<file path="config.mk">
export PLATFORM = sky130hd
export DESIGN_NAME = fpx_top
export DESIGN_NICKNAME = d
export VERILOG_FILES = /design/src/verilog/fpx_pkg.sv /design/src/verilog/fpx_top.sv
export VERILOG_INCLUDE_DIRS = /design/src /design/src/verilog
export SDC_FILE = /design/constraint.sdc
export NUM_CORES = 1
export LEC_CHECK = 0
export ABC_AREA = 1
export BUFFER_PORTS_ARGS = -buffer_cell sky130_fd_sc_hd__buf_2
export CORE_MARGIN = 3
export CORE_UTILIZATION = 56
export CTS_BUF_LIST = sky130_fd_sc_hd__clkbuf_8
export DETAILED_ROUTE_END_ITERATION = 8
export PLACE_DENSITY = 0.8
export SYNTH_ARGS = -nofsm -noshare
export SYNTH_HDL_FRONTEND = slang
export SYNTH_SLANG_ARGS = --single-unit
</file>
<file path="constraint.sdc">
create_clock -name clk -period 8.6 [get_ports clk]
set_input_delay 1.29 -clock clk [delete_from_list [all_inputs] [get_ports clk]]
set_output_delay 1.29 -clock clk [all_outputs]
set_load 0.1 [all_outputs]
</file>
<file path="src/verilog/fpx_params.svh">
// Register offsets, field positions, reset values and counts for the receive/transmit front
`ifndef FPX_PARAMS_SVH
`define FPX_PARAMS_SVH

`define FPX_ADR_MODE        8'h00
`define FPX_ADR_INT_COND    8'h04
`define FPX_ADR_INT_MASK    8'h08
`define FPX_ADR_TX_STATE    8'h0C
`define FPX_ADR_RX_COND_B   8'h10
`define FPX_ADR_LE_THRESH   8'h14
`define FPX_ADR_LE_COUNT    8'h18
`define FPX_ADR_LINE_STATE  8'h1C

`define FPX_BIT_RUN         0
`define FPX_BIT_LOOP_LO     1
`define FPX_BIT_LOOP_HI     2
`define FPX_LOOP_NORMAL     2'h0
`define FPX_LOOP_INTERNAL   2'h1
`define FPX_LOOP_EXTERNAL   2'h2
`define FPX_BIT_PARITY_ERR  0
`define FPX_BIT_LE_HIT      4
`define FPX_BIT_EB_FLAG     5
`define FPX_BIT_PARITY_EN   6
`define FPX_BIT_UNKNOWN     3

`define FPX_RST_MODE        8'h00
`define FPX_RST_INT_MASK    8'h11
`define FPX_RST_TX_STATE    8'h00
`define FPX_RST_LE_THRESH   8'hFF
`define FPX_LE_RELOAD       8'hFF

`define FPX_QUIET_PAIRS     4'h8
`define FPX_IDLE_PAIRS      4'h2
`define FPX_HALT_PAIRS      4'h8
`define FPX_MASTER_PAIRS    4'h8
`define FPX_NOISE_PAIRS     5'h10
`define FPX_RECENTRE_BYTES  2'h3

`define FPX_SYM_QUIET       5'h00
`define FPX_SYM_IDLE        5'h1F
`define FPX_SYM_HALT        5'h04
`define FPX_SYM_J           5'h18
`define FPX_SYM_K           5'h11
`define FPX_SYM_T           5'h0D
`define FPX_SYM_R           5'h07
`define FPX_SYM_S           5'h19

`endif

</file>
<file path="src/verilog/fpx_pkg.sv">
// Types shared by the receive/transmit front
package fpx_pkg;
  typedef enum logic [2:0] {
    fpx_ls_active, fpx_ls_idle, fpx_ls_quiet, fpx_ls_noise,
    fpx_ls_nosig, fpx_ls_master, fpx_ls_halt
  } fpx_ls_t;

  typedef enum logic [2:0] {
    fpx_cls_jk, fpx_cls_data, fpx_cls_idle, fpx_cls_quiet,
    fpx_cls_halt, fpx_cls_hq, fpx_cls_noise
  } fpx_cls_t;
endpackage : fpx_pkg

</file>
<file path="src/verilog/fpx_top.sv">
// Line state detector, elasticity buffer, link error monitor and transmit encoder front
//
// Summary of operation
// - Eight consecutive quiet pairs enter quiet state
// - Sixteen noise pairs without known state: noise
// - One inconsistent pair reports line state unknown
// - Byte FIFO written on receive, read on byte clock
// - Skew not absorbed sets elastic flag bit five
// - Depth sized for 50 ppm over 4500 bytes
// - Compensate only by idle pairs in preamble
// - Recentre on JK and every four idle bytes (code: every fourth byte read in any line state other than active)
// - Never share an entry; flag and tag early
// - Link errors decrement 8-bit counter in active/idle
// - Counter zero sets threshold flag, interrupt low
// - Count read returns value, reloads FF
// - Run low forces no signal and unknown
// - Transmit word: parity, control, two symbols
// - Odd parity; control flag selects data or control
// - Enabled parity failure sets flag, tells filter
// - Encode symbols to standard five-bit codes
// - Route code to medium, receiver or recovery
// - JK enters active, held through frame symbols
//
// Added by the designer: register access over Wishbone and the register offsets.
`timescale 1ns/1ns
`include "fpx_params.svh"

module fpx_top #(
  parameter int EB_DEPTH = 8
) (
  input  wire logic        clk,
  input  wire logic        reset,
  input  wire logic        clk_en,
  input  wire logic        wb_cyc_i,
  input  wire logic        wb_stb_i,
  input  wire logic        wb_we_i,
  input  wire logic [7:0]  wb_adr_i,
  input  wire logic [31:0] wb_dat_i,
  input  wire logic [3:0]  wb_sel_i,
  output logic      [31:0] wb_dat_o,
  output logic             wb_ack_o,
  input  wire logic        recovered_rx_clock,
  input  wire logic [9:0]  rx_pair_in,
  input  wire logic        signal_detect,
  input  wire logic        local_byte_clock,
  output logic      [9:0]  rx_out_pair,
  output logic             rx_out_tag,
  output logic             rx_out_valid,
  input  wire logic [9:0]  tx_word_in,
  input  wire logic        tx_word_valid,
  output logic      [9:0]  tx_medium_code,
  output logic             tx_medium_valid,
  output logic      [9:0]  tx_ext_loop_code,
  output logic             tx_ext_loop_valid,
  output logic             tx_parity_fail,
  output logic             irq_n
);
  localparam int AW   = $clog2(EB_DEPTH);
  localparam int HALF = EB_DEPTH / 2;

  // Depth must be a power of two of at least four for pointer wrap and recentring
  generate
    if (EB_DEPTH < 4 || (1 << AW) != EB_DEPTH) begin : g_bad_depth
      $error("fpx_top: EB_DEPTH must be a power of two, at least 4");
    end
  endgenerate

  typedef struct packed {
    logic                      rxc_s1;
    logic                      rxc_s2;
    logic                      rxc_s3;
    logic                      lbc_s1;
    logic                      lbc_s2;
    logic                      lbc_s3;
    logic                      sd_s1;
    logic                      sd_s2;
    logic [9:0]                pair_s1;
    logic [9:0]                pair_s2;
    logic                      ack;
    logic [31:0]               rdata;
    logic [7:0]                mode;
    logic [7:0]                interrupt_condition;
    logic [7:0]                mask;
    logic [7:0]                transmit_state_control;
    logic [7:0]                receive_condition_b;
    logic [7:0]                link_error_threshold;
    logic [7:0]                lem;
    fpx_pkg::fpx_ls_t          ls;
    logic                      unknown;
    fpx_pkg::fpx_cls_t         last_cls;
    logic [3:0]                same_cnt;
    logic [4:0]                noise_cnt;
    logic [EB_DEPTH-1:0][10:0] mem;
    logic [AW-1:0]             wp;
    logic [AW-1:0]             rp;
    logic [AW:0]               fill;
    logic                      tag_pend;
    logic [1:0]                rc_cnt;
    logic                      last_idle;
    logic [9:0]                out_pair;
    logic                      out_tag;
    logic                      out_valid;
    logic [9:0]                tx_code;
    logic                      tx_valid;
    logic [9:0]                med_code;
    logic                      med_valid;
    logic [9:0]                ext_code;
    logic                      ext_valid;
    logic                      par_fail;
    logic                      irq_n;
  } fpx_state_t;

  fpx_state_t st_reg;
  fpx_state_t st_next;

  function automatic logic [4:0] enc5(input logic [3:0] nib);
    case (nib)
      4'h0:    enc5 = 5'h1E;
      4'h1:    enc5 = 5'h09;
      4'h2:    enc5 = 5'h14;
      4'h3:    enc5 = 5'h15;
      4'h4:    enc5 = 5'h0A;
      4'h5:    enc5 = 5'h0B;
      4'h6:    enc5 = 5'h0E;
      4'h7:    enc5 = 5'h0F;
      4'h8:    enc5 = 5'h12;
      4'h9:    enc5 = 5'h13;
      4'hA:    enc5 = 5'h16;
      4'hB:    enc5 = 5'h17;
      4'hC:    enc5 = 5'h1A;
      4'hD:    enc5 = 5'h1B;
      4'hE:    enc5 = 5'h1C;
      default: enc5 = 5'h1D;
    endcase
  endfunction : enc5

  // Control nibble to code; JK depends on position in the pair
  function automatic logic [4:0] ctl5(input logic [3:0] nib, input logic second);
    case (nib)
      4'h0:    ctl5 = `FPX_SYM_IDLE;
      4'h1:    ctl5 = `FPX_SYM_HALT;
      4'h2:    ctl5 = `FPX_SYM_QUIET;
      4'h4:    ctl5 = `FPX_SYM_T;
      4'h5:    ctl5 = `FPX_SYM_T;
      4'h6:    ctl5 = `FPX_SYM_R;
      4'h7:    ctl5 = `FPX_SYM_S;
      4'hA:    ctl5 = `FPX_SYM_IDLE;
      4'hD:    ctl5 = second ? `FPX_SYM_K : `FPX_SYM_J;
      default: ctl5 = `FPX_SYM_HALT;
    endcase
  endfunction : ctl5

  function automatic logic frame_sym(input logic [4:0] s);
    logic ok;
    ok = (s == `FPX_SYM_T) || (s == `FPX_SYM_R) || (s == `FPX_SYM_S);
    for (int i = 0; i < 16; i++) begin
      if (enc5(4'(i)) == s) begin
        ok = 1'b1;
      end
    end
    frame_sym = ok;
  endfunction : frame_sym

  function automatic fpx_pkg::fpx_cls_t classify(input logic [9:0] p);
    logic [4:0] hi;
    logic [4:0] lo;
    hi = p[9:5];
    lo = p[4:0];
    if (hi == `FPX_SYM_J && lo == `FPX_SYM_K) begin
      classify = fpx_pkg::fpx_cls_jk;
    end else if (hi == `FPX_SYM_QUIET && lo == `FPX_SYM_QUIET) begin
      classify = fpx_pkg::fpx_cls_quiet;
    end else if (hi == `FPX_SYM_IDLE && lo == `FPX_SYM_IDLE) begin
      classify = fpx_pkg::fpx_cls_idle;
    end else if (hi == `FPX_SYM_HALT && lo == `FPX_SYM_HALT) begin
      classify = fpx_pkg::fpx_cls_halt;
    end else if (hi == `FPX_SYM_HALT && lo == `FPX_SYM_QUIET) begin
      classify = fpx_pkg::fpx_cls_hq;
    end else if (frame_sym(hi) && frame_sym(lo)) begin
      classify = fpx_pkg::fpx_cls_data;
    end else begin
      classify = fpx_pkg::fpx_cls_noise;
    end
  endfunction : classify

  always_comb begin
    fpx_state_t        n;
    fpx_pkg::fpx_cls_t cls;
    logic              loop_int;
    logic              sd_int;
    logic              wr_ev;
    logic              rd_ev;
    logic [9:0]        wr_pair;
    logic              bus_req;
    logic              bus_wr;
    logic [7:0]        badr;
    logic              known;
    logic              le_err;
    logic              eb_err;
    logic [3:0]        run_len;
    n        = st_reg;
    cls      = classify(st_reg.pair_s2);
    loop_int = st_reg.mode[`FPX_BIT_LOOP_HI:`FPX_BIT_LOOP_LO] == `FPX_LOOP_INTERNAL;
    sd_int   = st_reg.mode[`FPX_BIT_RUN] & (st_reg.sd_s2 | loop_int);
    wr_ev    = loop_int ? st_reg.tx_valid : (st_reg.rxc_s2 & ~st_reg.rxc_s3);
    wr_pair  = loop_int ? st_reg.tx_code : st_reg.pair_s2;
    rd_ev    = st_reg.lbc_s2 & ~st_reg.lbc_s3;
    bus_req  = wb_cyc_i & wb_stb_i & ~st_reg.ack;
    bus_wr   = bus_req & wb_we_i & wb_sel_i[0];
    badr     = {wb_adr_i[7:2], 2'b00};
    known    = 1'b0;
    le_err   = 1'b0;
    eb_err   = 1'b0;
    run_len  = 4'h1;
    if (loop_int) begin
      cls = classify(st_reg.tx_code);
    end

    // Pin synchronisers
    n.rxc_s1  = recovered_rx_clock;
    n.rxc_s2  = st_reg.rxc_s1;
    n.rxc_s3  = st_reg.rxc_s2;
    n.lbc_s1  = local_byte_clock;
    n.lbc_s2  = st_reg.lbc_s1;
    n.lbc_s3  = st_reg.lbc_s2;
    n.sd_s1   = signal_detect;
    n.sd_s2   = st_reg.sd_s1;
    n.pair_s1 = rx_pair_in;
    n.pair_s2 = st_reg.pair_s1;

    // Line state detector
    if (!sd_int) begin
      n.ls        = fpx_pkg::fpx_ls_nosig;
      n.unknown   = 1'b1;
      n.same_cnt  = 4'h0;
      n.noise_cnt = 5'h00;
    end else if (wr_ev) begin
      if (cls == st_reg.last_cls && st_reg.same_cnt != 4'hF) begin
        run_len = st_reg.same_cnt + 4'h1;
      end
      n.same_cnt = run_len;
      n.last_cls = cls;
      case (cls)
        fpx_pkg::fpx_cls_jk: begin
          n.ls  = fpx_pkg::fpx_ls_active;
          known = 1'b1;
        end
        fpx_pkg::fpx_cls_data: begin
          known = st_reg.ls == fpx_pkg::fpx_ls_active;
        end
        fpx_pkg::fpx_cls_idle: begin
          if (run_len >= `FPX_IDLE_PAIRS) begin
            n.ls  = fpx_pkg::fpx_ls_idle;
            known = 1'b1;
          end
        end
        fpx_pkg::fpx_cls_quiet: begin
          if (run_len >= `FPX_QUIET_PAIRS) begin
            n.ls  = fpx_pkg::fpx_ls_quiet;
            known = 1'b1;
          end
        end
        fpx_pkg::fpx_cls_halt: begin
          if (run_len >= `FPX_HALT_PAIRS) begin
            n.ls  = fpx_pkg::fpx_ls_halt;
            known = 1'b1;
          end
        end
        fpx_pkg::fpx_cls_hq: begin
          if (run_len >= `FPX_MASTER_PAIRS) begin
            n.ls  = fpx_pkg::fpx_ls_master;
            known = 1'b1;
          end
        end
        default: begin
          known = 1'b0;
        end
      endcase
      if (known) begin
        n.unknown   = 1'b0;
        n.noise_cnt = 5'h00;
      end else begin
        n.unknown = 1'b1;
        if (cls == fpx_pkg::fpx_cls_noise && st_reg.ls != fpx_pkg::fpx_ls_noise) begin
          n.noise_cnt = st_reg.noise_cnt + 5'h01;
          if (n.noise_cnt >= `FPX_NOISE_PAIRS) begin
            n.ls        = fpx_pkg::fpx_ls_noise;
            n.noise_cnt = 5'h00;
          end
        end
      end
      le_err = cls == fpx_pkg::fpx_cls_noise &&
               (st_reg.ls == fpx_pkg::fpx_ls_active || st_reg.ls == fpx_pkg::fpx_ls_idle);
    end

    // Elasticity buffer write side
    if (wr_ev && sd_int) begin
      if (st_reg.ls == fpx_pkg::fpx_ls_idle && cls == fpx_pkg::fpx_cls_idle &&
          st_reg.fill > (AW+1)'(HALF)) begin
        n.fill = st_reg.fill;
      end else if (st_reg.fill >= (AW+1)'(EB_DEPTH - 1)) begin
        eb_err     = 1'b1;
        n.tag_pend = 1'b1;
      end else begin
        n.mem[st_reg.wp] = {st_reg.tag_pend, wr_pair};
        n.wp             = st_reg.wp + 1'b1;
        n.fill           = st_reg.fill + 1'b1;
        n.tag_pend       = 1'b0;
      end
      if (cls == fpx_pkg::fpx_cls_jk) begin
        n.rp     = n.wp - AW'(HALF);
        n.fill   = (AW+1)'(HALF);
        n.rc_cnt = 2'h0;
      end
    end

    // Elasticity buffer read side
    n.out_valid = 1'b0;
    if (rd_ev) begin
      n.out_valid = 1'b1;
      if (n.fill >= (AW+1)'(2)) begin
        {n.out_tag, n.out_pair} = n.mem[n.rp];
        n.rp   = n.rp + 1'b1;
        n.fill = n.fill - 1'b1;
      end else begin
        n.out_pair = {`FPX_SYM_IDLE, `FPX_SYM_IDLE};
        n.out_tag  = 1'b0;
        if (sd_int && !(st_reg.last_idle && st_reg.ls == fpx_pkg::fpx_ls_idle)) begin
          n.out_tag = 1'b1;
          eb_err    = 1'b1;
        end
      end
      n.last_idle = n.out_pair == {`FPX_SYM_IDLE, `FPX_SYM_IDLE};
      if (st_reg.ls != fpx_pkg::fpx_ls_active) begin
        n.rc_cnt = n.rc_cnt + 2'h1;
        if (n.rc_cnt == 2'h0) begin
          n.rp   = n.wp - AW'(HALF);
          n.fill = (AW+1)'(HALF);
        end
      end else begin
        n.rc_cnt = 2'h0;
      end
    end

    // Bus slave
    n.ack   = bus_req;
    n.rdata = 32'h0000_0000;
    if (bus_req && !wb_we_i) begin
      case (badr)
        `FPX_ADR_MODE:       n.rdata[7:0] = st_reg.mode;
        `FPX_ADR_INT_COND:   n.rdata[7:0] = st_reg.interrupt_condition;
        `FPX_ADR_INT_MASK:   n.rdata[7:0] = st_reg.mask;
        `FPX_ADR_TX_STATE:   n.rdata[7:0] = st_reg.transmit_state_control;
        `FPX_ADR_RX_COND_B:  n.rdata[7:0] = st_reg.receive_condition_b;
        `FPX_ADR_LE_THRESH:  n.rdata[7:0] = st_reg.link_error_threshold;
        `FPX_ADR_LE_COUNT:   n.rdata[7:0] = st_reg.lem;
        `FPX_ADR_LINE_STATE: n.rdata[7:0] = {4'h0, st_reg.unknown, st_reg.ls};
        default:             n.rdata      = 32'h0000_0000;
      endcase
      if (badr == `FPX_ADR_LE_COUNT) begin
        n.lem = `FPX_LE_RELOAD;
      end
    end
    if (bus_wr) begin
      case (badr)
        `FPX_ADR_MODE:      n.mode = wb_dat_i[7:0];
        `FPX_ADR_INT_COND:  n.interrupt_condition  = st_reg.interrupt_condition & ~wb_dat_i[7:0];
        `FPX_ADR_INT_MASK:  n.mask = wb_dat_i[7:0];
        `FPX_ADR_TX_STATE:  n.transmit_state_control = wb_dat_i[7:0];
        `FPX_ADR_RX_COND_B: n.receive_condition_b = st_reg.receive_condition_b & ~wb_dat_i[7:0];
        `FPX_ADR_LE_THRESH: begin
          n.link_error_threshold = wb_dat_i[7:0];
          n.lem  = wb_dat_i[7:0];
        end
        default: n.mode = st_reg.mode;
      endcase
    end

    // Link error monitor, wraps below zero
    if (le_err) begin
      n.lem = n.lem - 8'h01;
      if (n.lem == 8'h00) begin
        n.interrupt_condition[`FPX_BIT_LE_HIT] = 1'b1;
      end
    end
    if (eb_err) begin
      n.receive_condition_b[`FPX_BIT_EB_FLAG] = 1'b1;
    end

    // Transmit data register, parity check and encoder
    n.tx_valid = tx_word_valid;
    n.par_fail = 1'b0;
    if (tx_word_valid) begin
      if (tx_word_in[8]) begin
        n.tx_code = {ctl5(tx_word_in[7:4], 1'b0), ctl5(tx_word_in[3:0], 1'b1)};
      end else begin
        n.tx_code = {enc5(tx_word_in[7:4]), enc5(tx_word_in[3:0])};
      end
      if (st_reg.transmit_state_control[`FPX_BIT_PARITY_EN] && !(^tx_word_in)) begin
        n.par_fail                 = 1'b1;
        n.interrupt_condition[`FPX_BIT_PARITY_ERR] = 1'b1;
      end
    end

    // Output routing by loopback mode
    n.med_valid = 1'b0;
    n.ext_valid = 1'b0;
    case (st_reg.mode[`FPX_BIT_LOOP_HI:`FPX_BIT_LOOP_LO])
      `FPX_LOOP_NORMAL: begin
        n.med_valid = st_reg.tx_valid;
        n.med_code  = st_reg.tx_code;
      end
      `FPX_LOOP_EXTERNAL: begin
        n.ext_valid = st_reg.tx_valid;
        n.ext_code  = st_reg.tx_code;
      end
      default: begin
        n.med_code = st_reg.med_code;
      end
    endcase

    n.irq_n = ~|(n.interrupt_condition & n.mask);
    st_next = n;
  end

  always_ff @(posedge clk or posedge reset) begin
    if (reset) begin
      st_reg          <= '0;
      st_reg.mode     <= `FPX_RST_MODE;
      st_reg.mask     <= `FPX_RST_INT_MASK;
      st_reg.transmit_state_control     <= `FPX_RST_TX_STATE;
      st_reg.link_error_threshold     <= `FPX_RST_LE_THRESH;
      st_reg.lem      <= `FPX_RST_LE_THRESH;
      st_reg.ls       <= fpx_pkg::fpx_ls_nosig;
      st_reg.unknown  <= 1'b1;
      st_reg.last_cls <= fpx_pkg::fpx_cls_noise;
      st_reg.irq_n    <= 1'b1;
    end else if (clk_en) begin
      st_reg <= st_next;
    end
  end

  assign wb_dat_o          = st_reg.rdata;
  assign wb_ack_o          = st_reg.ack;
  assign rx_out_pair       = st_reg.out_pair;
  assign rx_out_tag        = st_reg.out_tag;
  assign rx_out_valid      = st_reg.out_valid;
  assign tx_medium_code    = st_reg.med_code;
  assign tx_medium_valid   = st_reg.med_valid;
  assign tx_ext_loop_code  = st_reg.ext_code;
  assign tx_ext_loop_valid = st_reg.ext_valid;
  assign tx_parity_fail    = st_reg.par_fail;
  assign irq_n             = st_reg.irq_n;
endmodule : fpx_top
</file>
### Word level (Yosys, flattened, before mapping)

Memory sizes are Yosys's and may differ from the RTL's.
Cells that the tools add are included.

* bits in registers: 282
* ROM bits: 320
* input port bits: 74
* output and inout port bits: 69
* word-level logic and storage cells: 616
* memories: 4

* add/subtract/negate cells: 10
* magnitude comparators: 9
* equal/unequal tests: 110
* muxes and demuxes: 352
* bitwise operators: 16
* reductions and logical operators: 65

Memories
* (name not given): depth 16, bits a word 5, rd ports 1, clocked after memory_dff 0, wr ports 0, RTL line fpx_top.sv:139 `case (nib)`
* (name not given): depth 16, bits a word 5, rd ports 1, clocked after memory_dff 0, wr ports 0, RTL line fpx_top.sv:139
* (name not given): depth 16, bits a word 5, rd ports 1, clocked after memory_dff 0, wr ports 0, RTL line fpx_top.sv:117 `case (nib)`
* (name not given): depth 16, bits a word 5, rd ports 1, clocked after memory_dff 0, wr ports 0, RTL line fpx_top.sv:117

Operators by type and width (count)
* two-way mux 5 bit: 179
* == test 5 bit: 64
* two-way mux 91 bit: 3
* two-way mux 1 bit: 111
* two-way mux 101 bit: 1
* bitwise mux 88 bit: 1
* two-way mux 8 bit: 8
* one-hot mux 8 bit (8 select lines): 1
* == test 5 bit (second input constant): 12
* two-way mux 3 bit: 20
* two-way mux 48 bit: 1
* two-way mux 11 bit: 4
* == test 5 x 3 -> 1 bit (second input constant): 8
* two-way mux 7 bit: 5
* binary-select mux 11 bit (select 3 bit): 1
* demux 11 bit (select 3 bit): 1
* two-way mux 16 bit: 2
* AND 8 bit: 3
* == test 6 x 3 -> 1 bit (second input constant): 4
* two-way mux 4 bit: 6
* AND reduction 3 bit: 8
* logical AND 1 bit: 23
* == test 5 x 4 -> 1 bit (second input constant): 4
* zero test 5 bit: 4
* 49 further kinds: 88

### Logic depth before layout (Yosys ltp)

Gate-level depths: netlist (run 1).

* depth after elaboration: 53
* mapped depth: 26
* mapped depth without buffers: 24

### Worst setup path after synthesis (run 1)

No wires, ideal clock.

* path kind: input to register
* from: input port wb_adr_i[7]
* to: register, netlist name irq_n
* library setup time: 76 ps
* arrival: 3422 ps
* data required time: 8524 ps
* setup slack: 5101 ps
* cell stages on the path: 14
* path buffers: 0
* cells stage by stage: nor2_1 -> nand3_1 -> nor2_4 -> nand2_2 -> o22ai_1 -> ha_1 -> nand3_1 -> nand3b_1 -> xnor2_1 -> nand2_1 -> o31ai_1 -> a21oi_1 -> nand3_1 -> nand2_1

* longest elaborated chain between the ends: 12
* elaborated cells on any way between the ends: 19
* those cells by class: 1 x add/sub; 4 x eq/ne; 10 x mux; 1 x bitwise; 3 x reduce/logical

RTL lines
* start: declaration: RTL line fpx_top.sv:37 `input wire logic [7:0] wb_adr_i,`
* == test 6 x 3 -> 1 bit
* two-way mux 8 bit: RTL line fpx_top.sv:360 `` if (badr == `FPX_ADR_LE_COUNT) begin ``
* two-way mux 8 bit: RTL line fpx_top.sv:348 `if (bus_req && !wb_we_i) begin`
* two-way mux 16 bit: RTL line fpx_top.sv:365 `case (badr)`
* two-way mux 48 bit (*): RTL line fpx_top.sv:364 `if (bus_wr) begin`
* subtractor 8 x 1 -> 8 bit: RTL line fpx_top.sv:381 `n.lem = n.lem - 8'h01;`
* zero test 8 bit: RTL line fpx_top.sv:382 `if (n.lem == 8'h00) begin`
* two-way mux 1 bit: RTL line fpx_top.sv:382
* two-way mux 1 bit: RTL line fpx_top.sv:380 `if (le_err) begin`
* AND 8 bit (*): RTL line fpx_top.sv:422 `n.irq_n = ~|(n.interrupt_condition & n.mask);`
* OR reduction 8 bit (*): RTL line fpx_top.sv:422
* zero test 1 bit (*): RTL line fpx_top.sv:422

Mark *: on every way between the ends. The rest lies on a longest branch, timed or not. The select of a mux whose other input is x is not followed.
A chain may end at the register's enable or synchronous reset.

### Worst setup path after layout (run 1)

* from: register st_reg[215] (netlist name)
* to: register st_reg[47] (netlist name)

* longest elaborated chain between the ends: 15
* elaborated cells on any way between the ends: 25
* those cells by class: 1 x add/sub; 1 x order compare; 3 x eq/ne; 14 x mux; 2 x bitwise; 4 x reduce/logical

RTL lines
* start: declaration: RTL line fpx_top.sv:113 `fpx_state_t st_reg;`
* start signal: assignment: RTL line fpx_top.sv:439 `st_reg <= st_next;`
* == test 2 x 1 -> 1 bit (no line) (*)
* two-way mux 3 bit: RTL line fpx_top.sv:215 `if (loop_int) begin`
* == test 3 x 2 -> 1 bit: RTL line fpx_top.sv:298 `if (st_reg.ls == fpx_pkg::fpx_ls_idle && cls == fpx_pkg::fpx_cls_idle &&`
* logical AND 1 bit (2 in series): RTL line fpx_top.sv:298
* two-way mux 91 bit: RTL line fpx_top.sv:298
* two-way mux 91 bit: RTL line fpx_top.sv:297 `if (wr_ev && sd_int) begin`
* subtractor 3 bit: RTL line fpx_top.sv:311 `n.rp = n.wp - AW'(HALF);`
* two-way mux 7 bit: RTL line fpx_top.sv:310 `if (cls == fpx_pkg::fpx_cls_jk) begin`
* two-way mux 101 bit (*): RTL line fpx_top.sv:297
* binary-select mux 11 bit (select 3 bit): RTL line fpx_top.sv:322 `{n.out_tag, n.out_pair} = n.mem[n.rp];`
* two-way mux 11 bit (not written as such): RTL line fpx_top.sv:322
* two-way mux 11 bit (*): RTL line fpx_top.sv:321 `if (n.fill >= (AW+1)'(2)) begin`
* two-way mux 11 bit (*): RTL line fpx_top.sv:319 `if (rd_ev) begin`
* == test 10 bit (*): RTL line fpx_top.sv:333 `` n.last_idle = n.out_pair == {`FPX_SYM_IDLE, `FPX_SYM_IDLE}; ``

Marked as above.

==> results of run 1 <==
power by group through the flow:
stage | sequential (mW) | combinational (mW) | clock (mW)
final | 1.42 | 1.09 | 1.06
after global routing | 1.43 | 1.19 | 1.14
after CTS | 1.42 | 1.08 | 1.07
after detailed placement | 1.43 | 1.08 | 0
after global placement | 1.43 | 1.06 | 0
after floorplan | 1.45 | 0.903 | 0
path summary, 6_finish.rpt:
| kind | start | endpoint | slack (ns) | depth (start not counted) |
|---|---|---|---|---|
| min in group asynchronous | reset | st_reg[116] | 0.85 | 2 |
| worst max register to register | st_reg[215] | st_reg[47] | 4.35 | 17 |
| worst max-delay path | st_reg[215] | st_reg[47] | 4.35 | 17 |
| max in group asynchronous | reset | tx_parity_fail | 6.24 | 3 |
| worst min register to register | irq_n | irq_n | 0.47 | 2 |
| worst min-delay path | irq_n | irq_n | 0.47 | 2 |
metrics by stage:
stage	setup WS (ns)	utilization, %	hold slack (ns)	cells
6_report	4.35	61.3	0.465	2439
3_5_place_dp	4.39	58.1	0.458	2361
5_1_grt	3.88	61.3	0.487	2439
4_1_cts	4.36	61.3	0.471	2439
2_1_floorplan	0.250	-	0.442	2076
3_3_place_gp	4.41	58.1	0.456	2361
critical path, stage by stage, from the launching register on:
cell and delay, ns:
dfrtp_1 0.38, inv_2 0.07, nand2_2 0.37, a31oi_1 0.26
inv_1 0.17, nand2_2 0.18, inv_1 0.66, nand4_1 0.81
o21ai_0 0.46, nand2_1 0.09, nand3_1 0.11, nand2_1 0.08
nand2_1 0.06, nand3_1 0.17, nand2_1 0.11, nor2_1 0.05
nand3_1 0.06, nand2_1 0.06
Yosys cell counts, drive strengths merged:
library cell,n,share of area [%]
nand2,713,18
o21ai,295,9.8
dfrtp,235,39
inv,183,4.6
nor2,125,3.5
nand3,116,4.2
buf,102,4.8
a21oi,54,1.9
clkbuf,44,1.1
o22ai,25,1.0
dfstp,23,4.0
ha,23,1.9
nand4,22,1.7
xor2,12,0.69
a22oi,10,0.50
a221oi,8,0.46
a31oi,8,0.33
o211ai,6,0.33
o21a,6,0.30
xnor2,6,0.35
o31ai,5,0.25
a22o,4,0.23
nand3b,4,0.20
nor3,4,0.13
or2,4,0.17
a2111oi,2,0.12
a21o,2,0.099
clkinv,2,0.050
o21bai,2,0.12
a211oi,1,0.050
a21boi,1,0.050
a2bb2oi,1,0.058
conb,1,0.025
nor3b,1,0.050
nor4,1,0.041
o221ai,1,0.058
o311ai,1,0.058
layout make-up:
type,instances,area share (%)
tap,335,2.60
inverter,185,4.39
clock buffer,53,4.53
sequential,258,40.3
timing repair buffer,96,3.11
clock inverter,25,0.661
multi-input combinational,1487,44.4
routing by layer:
| layer | track usage (%) | up-vias |
|---|---|---|
| met3 | 3.88 | 107 |
| met2 | 44.1 | 583 |
| met4 | 10.6 | 0 |
| li1 | - | 6632 |
| met1 | 36.0 | 6393 |
| met5 | 0 | - |
cells by family (layout without fill, tap and decap cells):
family	count (synthesis)	count (layout)	synth area share [%]
fa+ha+maj	23	23	1.90
simple gates	990	990	28.0
compound gates	432	432	15.7
flops	258	258	42.8
other cells	1	24	0.0248
xor+xnor	18	18	1.04
buf+inv	331	359	10.5
==> metrics.md, run 1 <==
| Metric | Value |
|---|---|
| Multi-input gate area | `0.00715 sq mm` |
| Skew final | `about 0.022 ns` |
| Setup TNS Final | `0 ns` |
| Worst vdd ir | `133 uV` |
| Worst min path class | `flip-flop to flip-flop` |
| DRC Markers | `0` |
| Critical path type | `flip-flop to flip-flop` |
| Commonest non-fill, non-tap cells in the layout | `697 x nand2_1, 266 x o21ai_0, 235 x dfrtp_1` |
| Req. time, crit path | `just over 9 ns` |
| HPWL after detailed placement | `25.9 mm` |
| Net count, final | `~2200` |
| Routed via count | `13715` |
| Sequential area share after synthesis | `42.8%` |
| Row cnt | `between 50 and 60` |
| Setup crit end kind | `flip-flop` |
| Layout area overhead | `6.36%` |
| Switching Share | `roughly 40%` |
| F_max | `around 240 MHz` |
| Crit-path max FO | `27` |
| DRT Pass-1 Iters | `5` |
| WL met3 | `around 2.6 mm` |
| ANT nets after route | `0` |
| Diode count | `0` |
| Post-CTS Setup Inserts | `0` |
| Gp weighted congestion | `slightly below 1` |
| Design Area, Final | `0.0161 sq mm` |
| Placed cell area | `between 0.015 and 0.02 sq mm` |
| # clock sinks | `~260` |
| Power Dens Cells | `221 mW/mm^2` |
| Clock network power share | `between 20% and 30%` |
| Post-Route WL | `38.5 mm` |
| Min cycle time layout | `about 4.2 ns` |
| CTS tree | `done` |
| Number of global-route vias before repair | `12970` |
| Avg Inst Size Synth | `7.37 sq um` |
| #FFs+latches synth | `258` |
| Starting Density | `~58%` |
| Combinational share of power | `between 30% and 40%` |
| Sequential share of power | `39.8%` |
| Final hold vios | `0` |
| Reg area | `approximately 0.0065 sq mm` |
| DR iter-0 viols | `1357` |
| Port Buffers | `between 80 and 90` |
| Max_slew headroom | `approximately a quarter` |
| CP arrival | `4.70 ns` |
| Hold_buf cts | `0` |
| Final cycle utilization of the critical path | `about 49%` |
| Internal power | `2.14 mW` |
| Pwr Total | `approximately 3.6 mW` |
| Largest register FFs | `198` |
| Reg clk slew, reported paths | `0.06 ns` |
| Clock Latency Late Sink | `0.56 ns` |
| Routed vias/inst | `between 5 and 6` |
| H-tree levels | `2` |
| Post-synth cell types | `just under 60` |
| P_leak | `roughly 8.1 nW` |
| Max Slew Vio Count | `0` |
| Layout fillers | `~2400` |
| Netlist Area Pre-Place | `~0.015 sq mm` |
| Status | `finished clean` |
| Syn Inst Count | `2053` |
| Share of layout cells above drive strength 1 | `11.7%` |
| Top routing layer used | `met4` |
| Clock root buffer master | `clkbuf_8` |
| Overflow after GRT | `0` |
| Wire length on met1 | `16.3 mm` |
| Commonest non-fill, non-tap cell in the layout | `nand2_1` |
| Io pins | `approximately 140` |
| First-pass GRT wire length | `roughly 64 mm` |
| Tot GR Track Use | `a little over a quarter` |
| Die area | `0.0290 sq mm` |
| Die height | `around 170 microns` |
| Slew @ Worst Pin | `1.11 ns` |
| Switch Pwr | `between 1 and 1.5 mW` |
| Maxcap violations | `0` |
| YS warnings | `0` |
| CTS Buffer Depth | `3` |
| Critical path startpoint category | `flip-flop` |
| Cts repair resizes | `0` |
| CTS Buf Count | `44` |
| Routed wire per std cell | `~16 microns` |
| DIE WIDTH | `~170 microns` |
| RSZ-0062 raised after global routing | `no` |
| Met2 Wirelength | `18.1 mm` |
| Setup Viol. Count Final | `0` |
| Core Region | `roughly 0.026 sq mm` |
| Antenna violations before repair | `0` |
| Largest net degree at the start of global routing | `approximately 110` |
(Power assumes the default switching activity.)
==> inputs of run 2 (changes only) <==
- CORE_UTILIZATION: 56 -> 62
- PLACE_DENSITY: 0.8 -> 0.84
- clock period: 8.6 -> 4.1 ns (I/O delays scaled with it)
==> run 2 against run 1 <==
Sequential share of layout area decreased by 0.69 points. Critical path depth unchanged. Count of clock-buffer cells in the layout increased by 8. Clock power increased by 130%. Non-clock buffer count increased by 17. Global-route usage increased by 3.7 points. First-iteration DRC count increased by 20%. Hold slack got worse by 0.36 ns. Critical endpoint is now st_reg[51]. Largest cell class unchanged.
==> metrics.md, run 2 (synthesis results as in run 1) <==
| Metric | Value |
|---|---|
| Largest register FFs | `just under 200` |
| HPWL after detailed placement | `approximately 27 mm` |
| Gp weighted congestion | `0.922` |
| # clock sinks | `258` |
| ANT nets after route | `0` |
| H-tree levels | `2` |
| DIE WIDTH | `about 160 microns` |
| CTS Buffer Depth | `3` |
| R2r startpoint | `st_reg[214]` |
| RSZ-0062 raised after global routing | `no` |
| Setup TNS Final | `0 ns` |
| Antenna violations before repair | `0` |
| Power Dens Cells | `476 mW/mm^2` |
| Commonest non-fill, non-tap cells in the layout | `697 x nand2_1, 266 x o21ai_0, 235 x dfrtp_1` |
| DRT Pass-1 Iters | `5` |
| Number of global-route vias before repair | `between 10000 and 15000` |
| Max incr delay on CP | `0.43 ns` |
| Clock network power share | `31.7%` |
| Commonest non-fill, non-tap cell in the layout | `nand2_1` |
| DR iter-0 viols | `around 1600` |
| P_leak | `slightly above 8 nW` |
| Core Region | `roughly 0.024 sq mm` |
| Critical path startpoint category | `flip-flop` |
| Diode count | `0` |
| Share of layout cells above drive strength 1 | `12.8%` |
| Port Buffers | `89` |
| Clock root buffer master | `clkbuf_8` |
| Maxcap violations | `0` |
| Worst R2R Setup Slack | `~0.48 ns` |
| RR Endpoint | `st_reg[51]` |
| Req. time, crit path | `approximately 4.5 ns` |
| Reg clk slew, reported paths | `about 0.06 ns` |
| F_max | `277 MHz` |
| Routed wire per std cell | `16.1 microns` |
| Hold_buf cts | `0` |
| Post-Route WL | `~39 mm` |
| Setup crit end | `st_reg[51]` |
| Min cycle time layout | `approximately 3.6 ns` |
| Net count, final | `around 2200` |
| Dpl cells | `about 2400` |
| Post-CTS Setup Inserts | `0` |
| Die height | `162 microns` |
| Clock Latency Late Sink | `about 0.56 ns` |
| Die area | `roughly 0.026 sq mm` |
| Tot GR Track Use | `slightly above 30%` |
| Internal power | `between 4 and 5 mW` |
| Layout area overhead | `8.22%` |
| CTS tree | `done` |
| Io pins | `about 140` |
| CP max-delay cell | `dfrtp_1` |
| Final Worst Setup Slack | `~0.48 ns` |
| Overflow after GRT | `0` |
| Skew final | `between 0.03 and 0.04 ns` |
| Max Slew Vio Count | `0` |
| Sequential share of power | `38.2%` |
| Cts repair resizes | `0` |
| First-pass GRT wire length | `about 66 mm` |
| Worst vdd ir | `roughly 350 uV` |
| Final cycle utilization of the critical path | `88.2%` |
| CP arrival | `~4.0 ns` |
| Setup crit end kind | `flip-flop` |
| CTS Buf Count | `45` |
| Switch Pwr | `between 3 and 4 mW` |
| Routed via count | `13958` |
| Max_slew headroom | `39.2%` |
| Cells along the critical path | `nand2_2, nor2_1, a31oi_1, inv_1, nand2_2, inv_1, nand3_4, nor2_1, nor3b_1, inv_1, ha_1, nor2_1, nand2_2, nand2_1, a21oi_1, o21ai_0, o21ai_0` |
| Switching Share | `approximately 40%` |
| Slew @ Worst Pin | `0.903 ns` |
| DRC Markers | `0` |
| Status | `finished clean` |
| Worst min path class | `primary input to asynchronous set/reset pin` |
| Row cnt | `56` |
| Crit-path max FO | `27` |
| Largest net degree at the start of global routing | `between 90 and 100` |
| Routed vias/inst | `around 5.7` |
| CP Launch Point | `st_reg[214]` |
| Worst Reg-to-Reg Cells | `17` |
| Combinational share of power | `a little under a third` |
| Starting Density | `63.7%` |
| Final hold vios | `0` |
| Critical path type | `flip-flop to flip-flop` |
| Pre-CTS setup slack | `approximately 0.54 ns` |
| Layout Cells excl Fill | `~2400` |
| Setup Viol. Count Final | `0` |
run 2: changes by cell type in the layout (fill, tap and decap cells not counted), sizes merged:
| cell | change |
|---|---|
| buf | +17 |
| clkbuf | +8 |
| inv | -5 |
| clkinv | +2 |
| bufinv | +1 |
run 2: power groups by stage:
stage               combinational, mW  sequential (mW)  clock (mW)
floorplan                        1.89             3.04           0
global placement                 2.27             3.00           0
detailed placement               2.32             3.01           0
CTS                              2.33             2.97        2.50
global route                     2.56             3.00        2.64
finish                           2.34             2.97        2.47
run 2: how the worst min path moves through the flow:
| stage | from | end | slack [ns] | cells after the start |
|---|---|---|---|---|
| floorplan | st_next[254] | st_next[254] | 0.44 | 2 |
| global placement | irq_n | irq_n | 0.46 | 2 |
| detailed placement | st_next[277] | st_next[277] | 0.46 | 2 |
| CTS | reset | st_reg[108] | 0.11 | 2 |
| global route | reset | st_reg[108] | 0.12 | 2 |
| finish | reset | st_reg[108] | 0.11 | 2 |
run 2: critical path: cells and delay by family (launching register included):
kind	cells	cell delay, ns
AOI/OAI and AO/OA	4	0.60
adders and majority gates	1	0.22
and+or+nand+nor	9	1.82
buffers and inverters	3	0.41
DFF	1	0.43
run 2: final cells by class:
cell class,instances,area [sq um]
sequential,258,6480
fill,1966,7370
tap,319,399
timing repair buffer,113,678
clock buffer,61,840
inverter,185,703
clock inverter,23,124
multi-input combinational,1487,7150
run 2: metrics by stage:
step	power, mW	cell area [sq um]	hold WS [ns]	util [%]
after floorplan	4.93	15200	0.442	-
after global placement	5.28	15400	0.459	64.9
after detailed placement	5.33	15400	0.459	64.9
after CTS	7.80	16400	0.109	69.0
after global routing	8.20	16400	0.125	69.0
final	7.79	16400	0.108	69.0
run 2: routing by layer:
metal | wire length (microns) | GRT usage [%] | vias to the layer above
met3 | 2970 | 4.72 | 114
li1 | - | - | 6672
met4 | 1570 | 13.2 | 0
met5 | 0 | 0 | -
met1 | 16200 | 40.1 | 6550
met2 | 18700 | 50.5 | 622
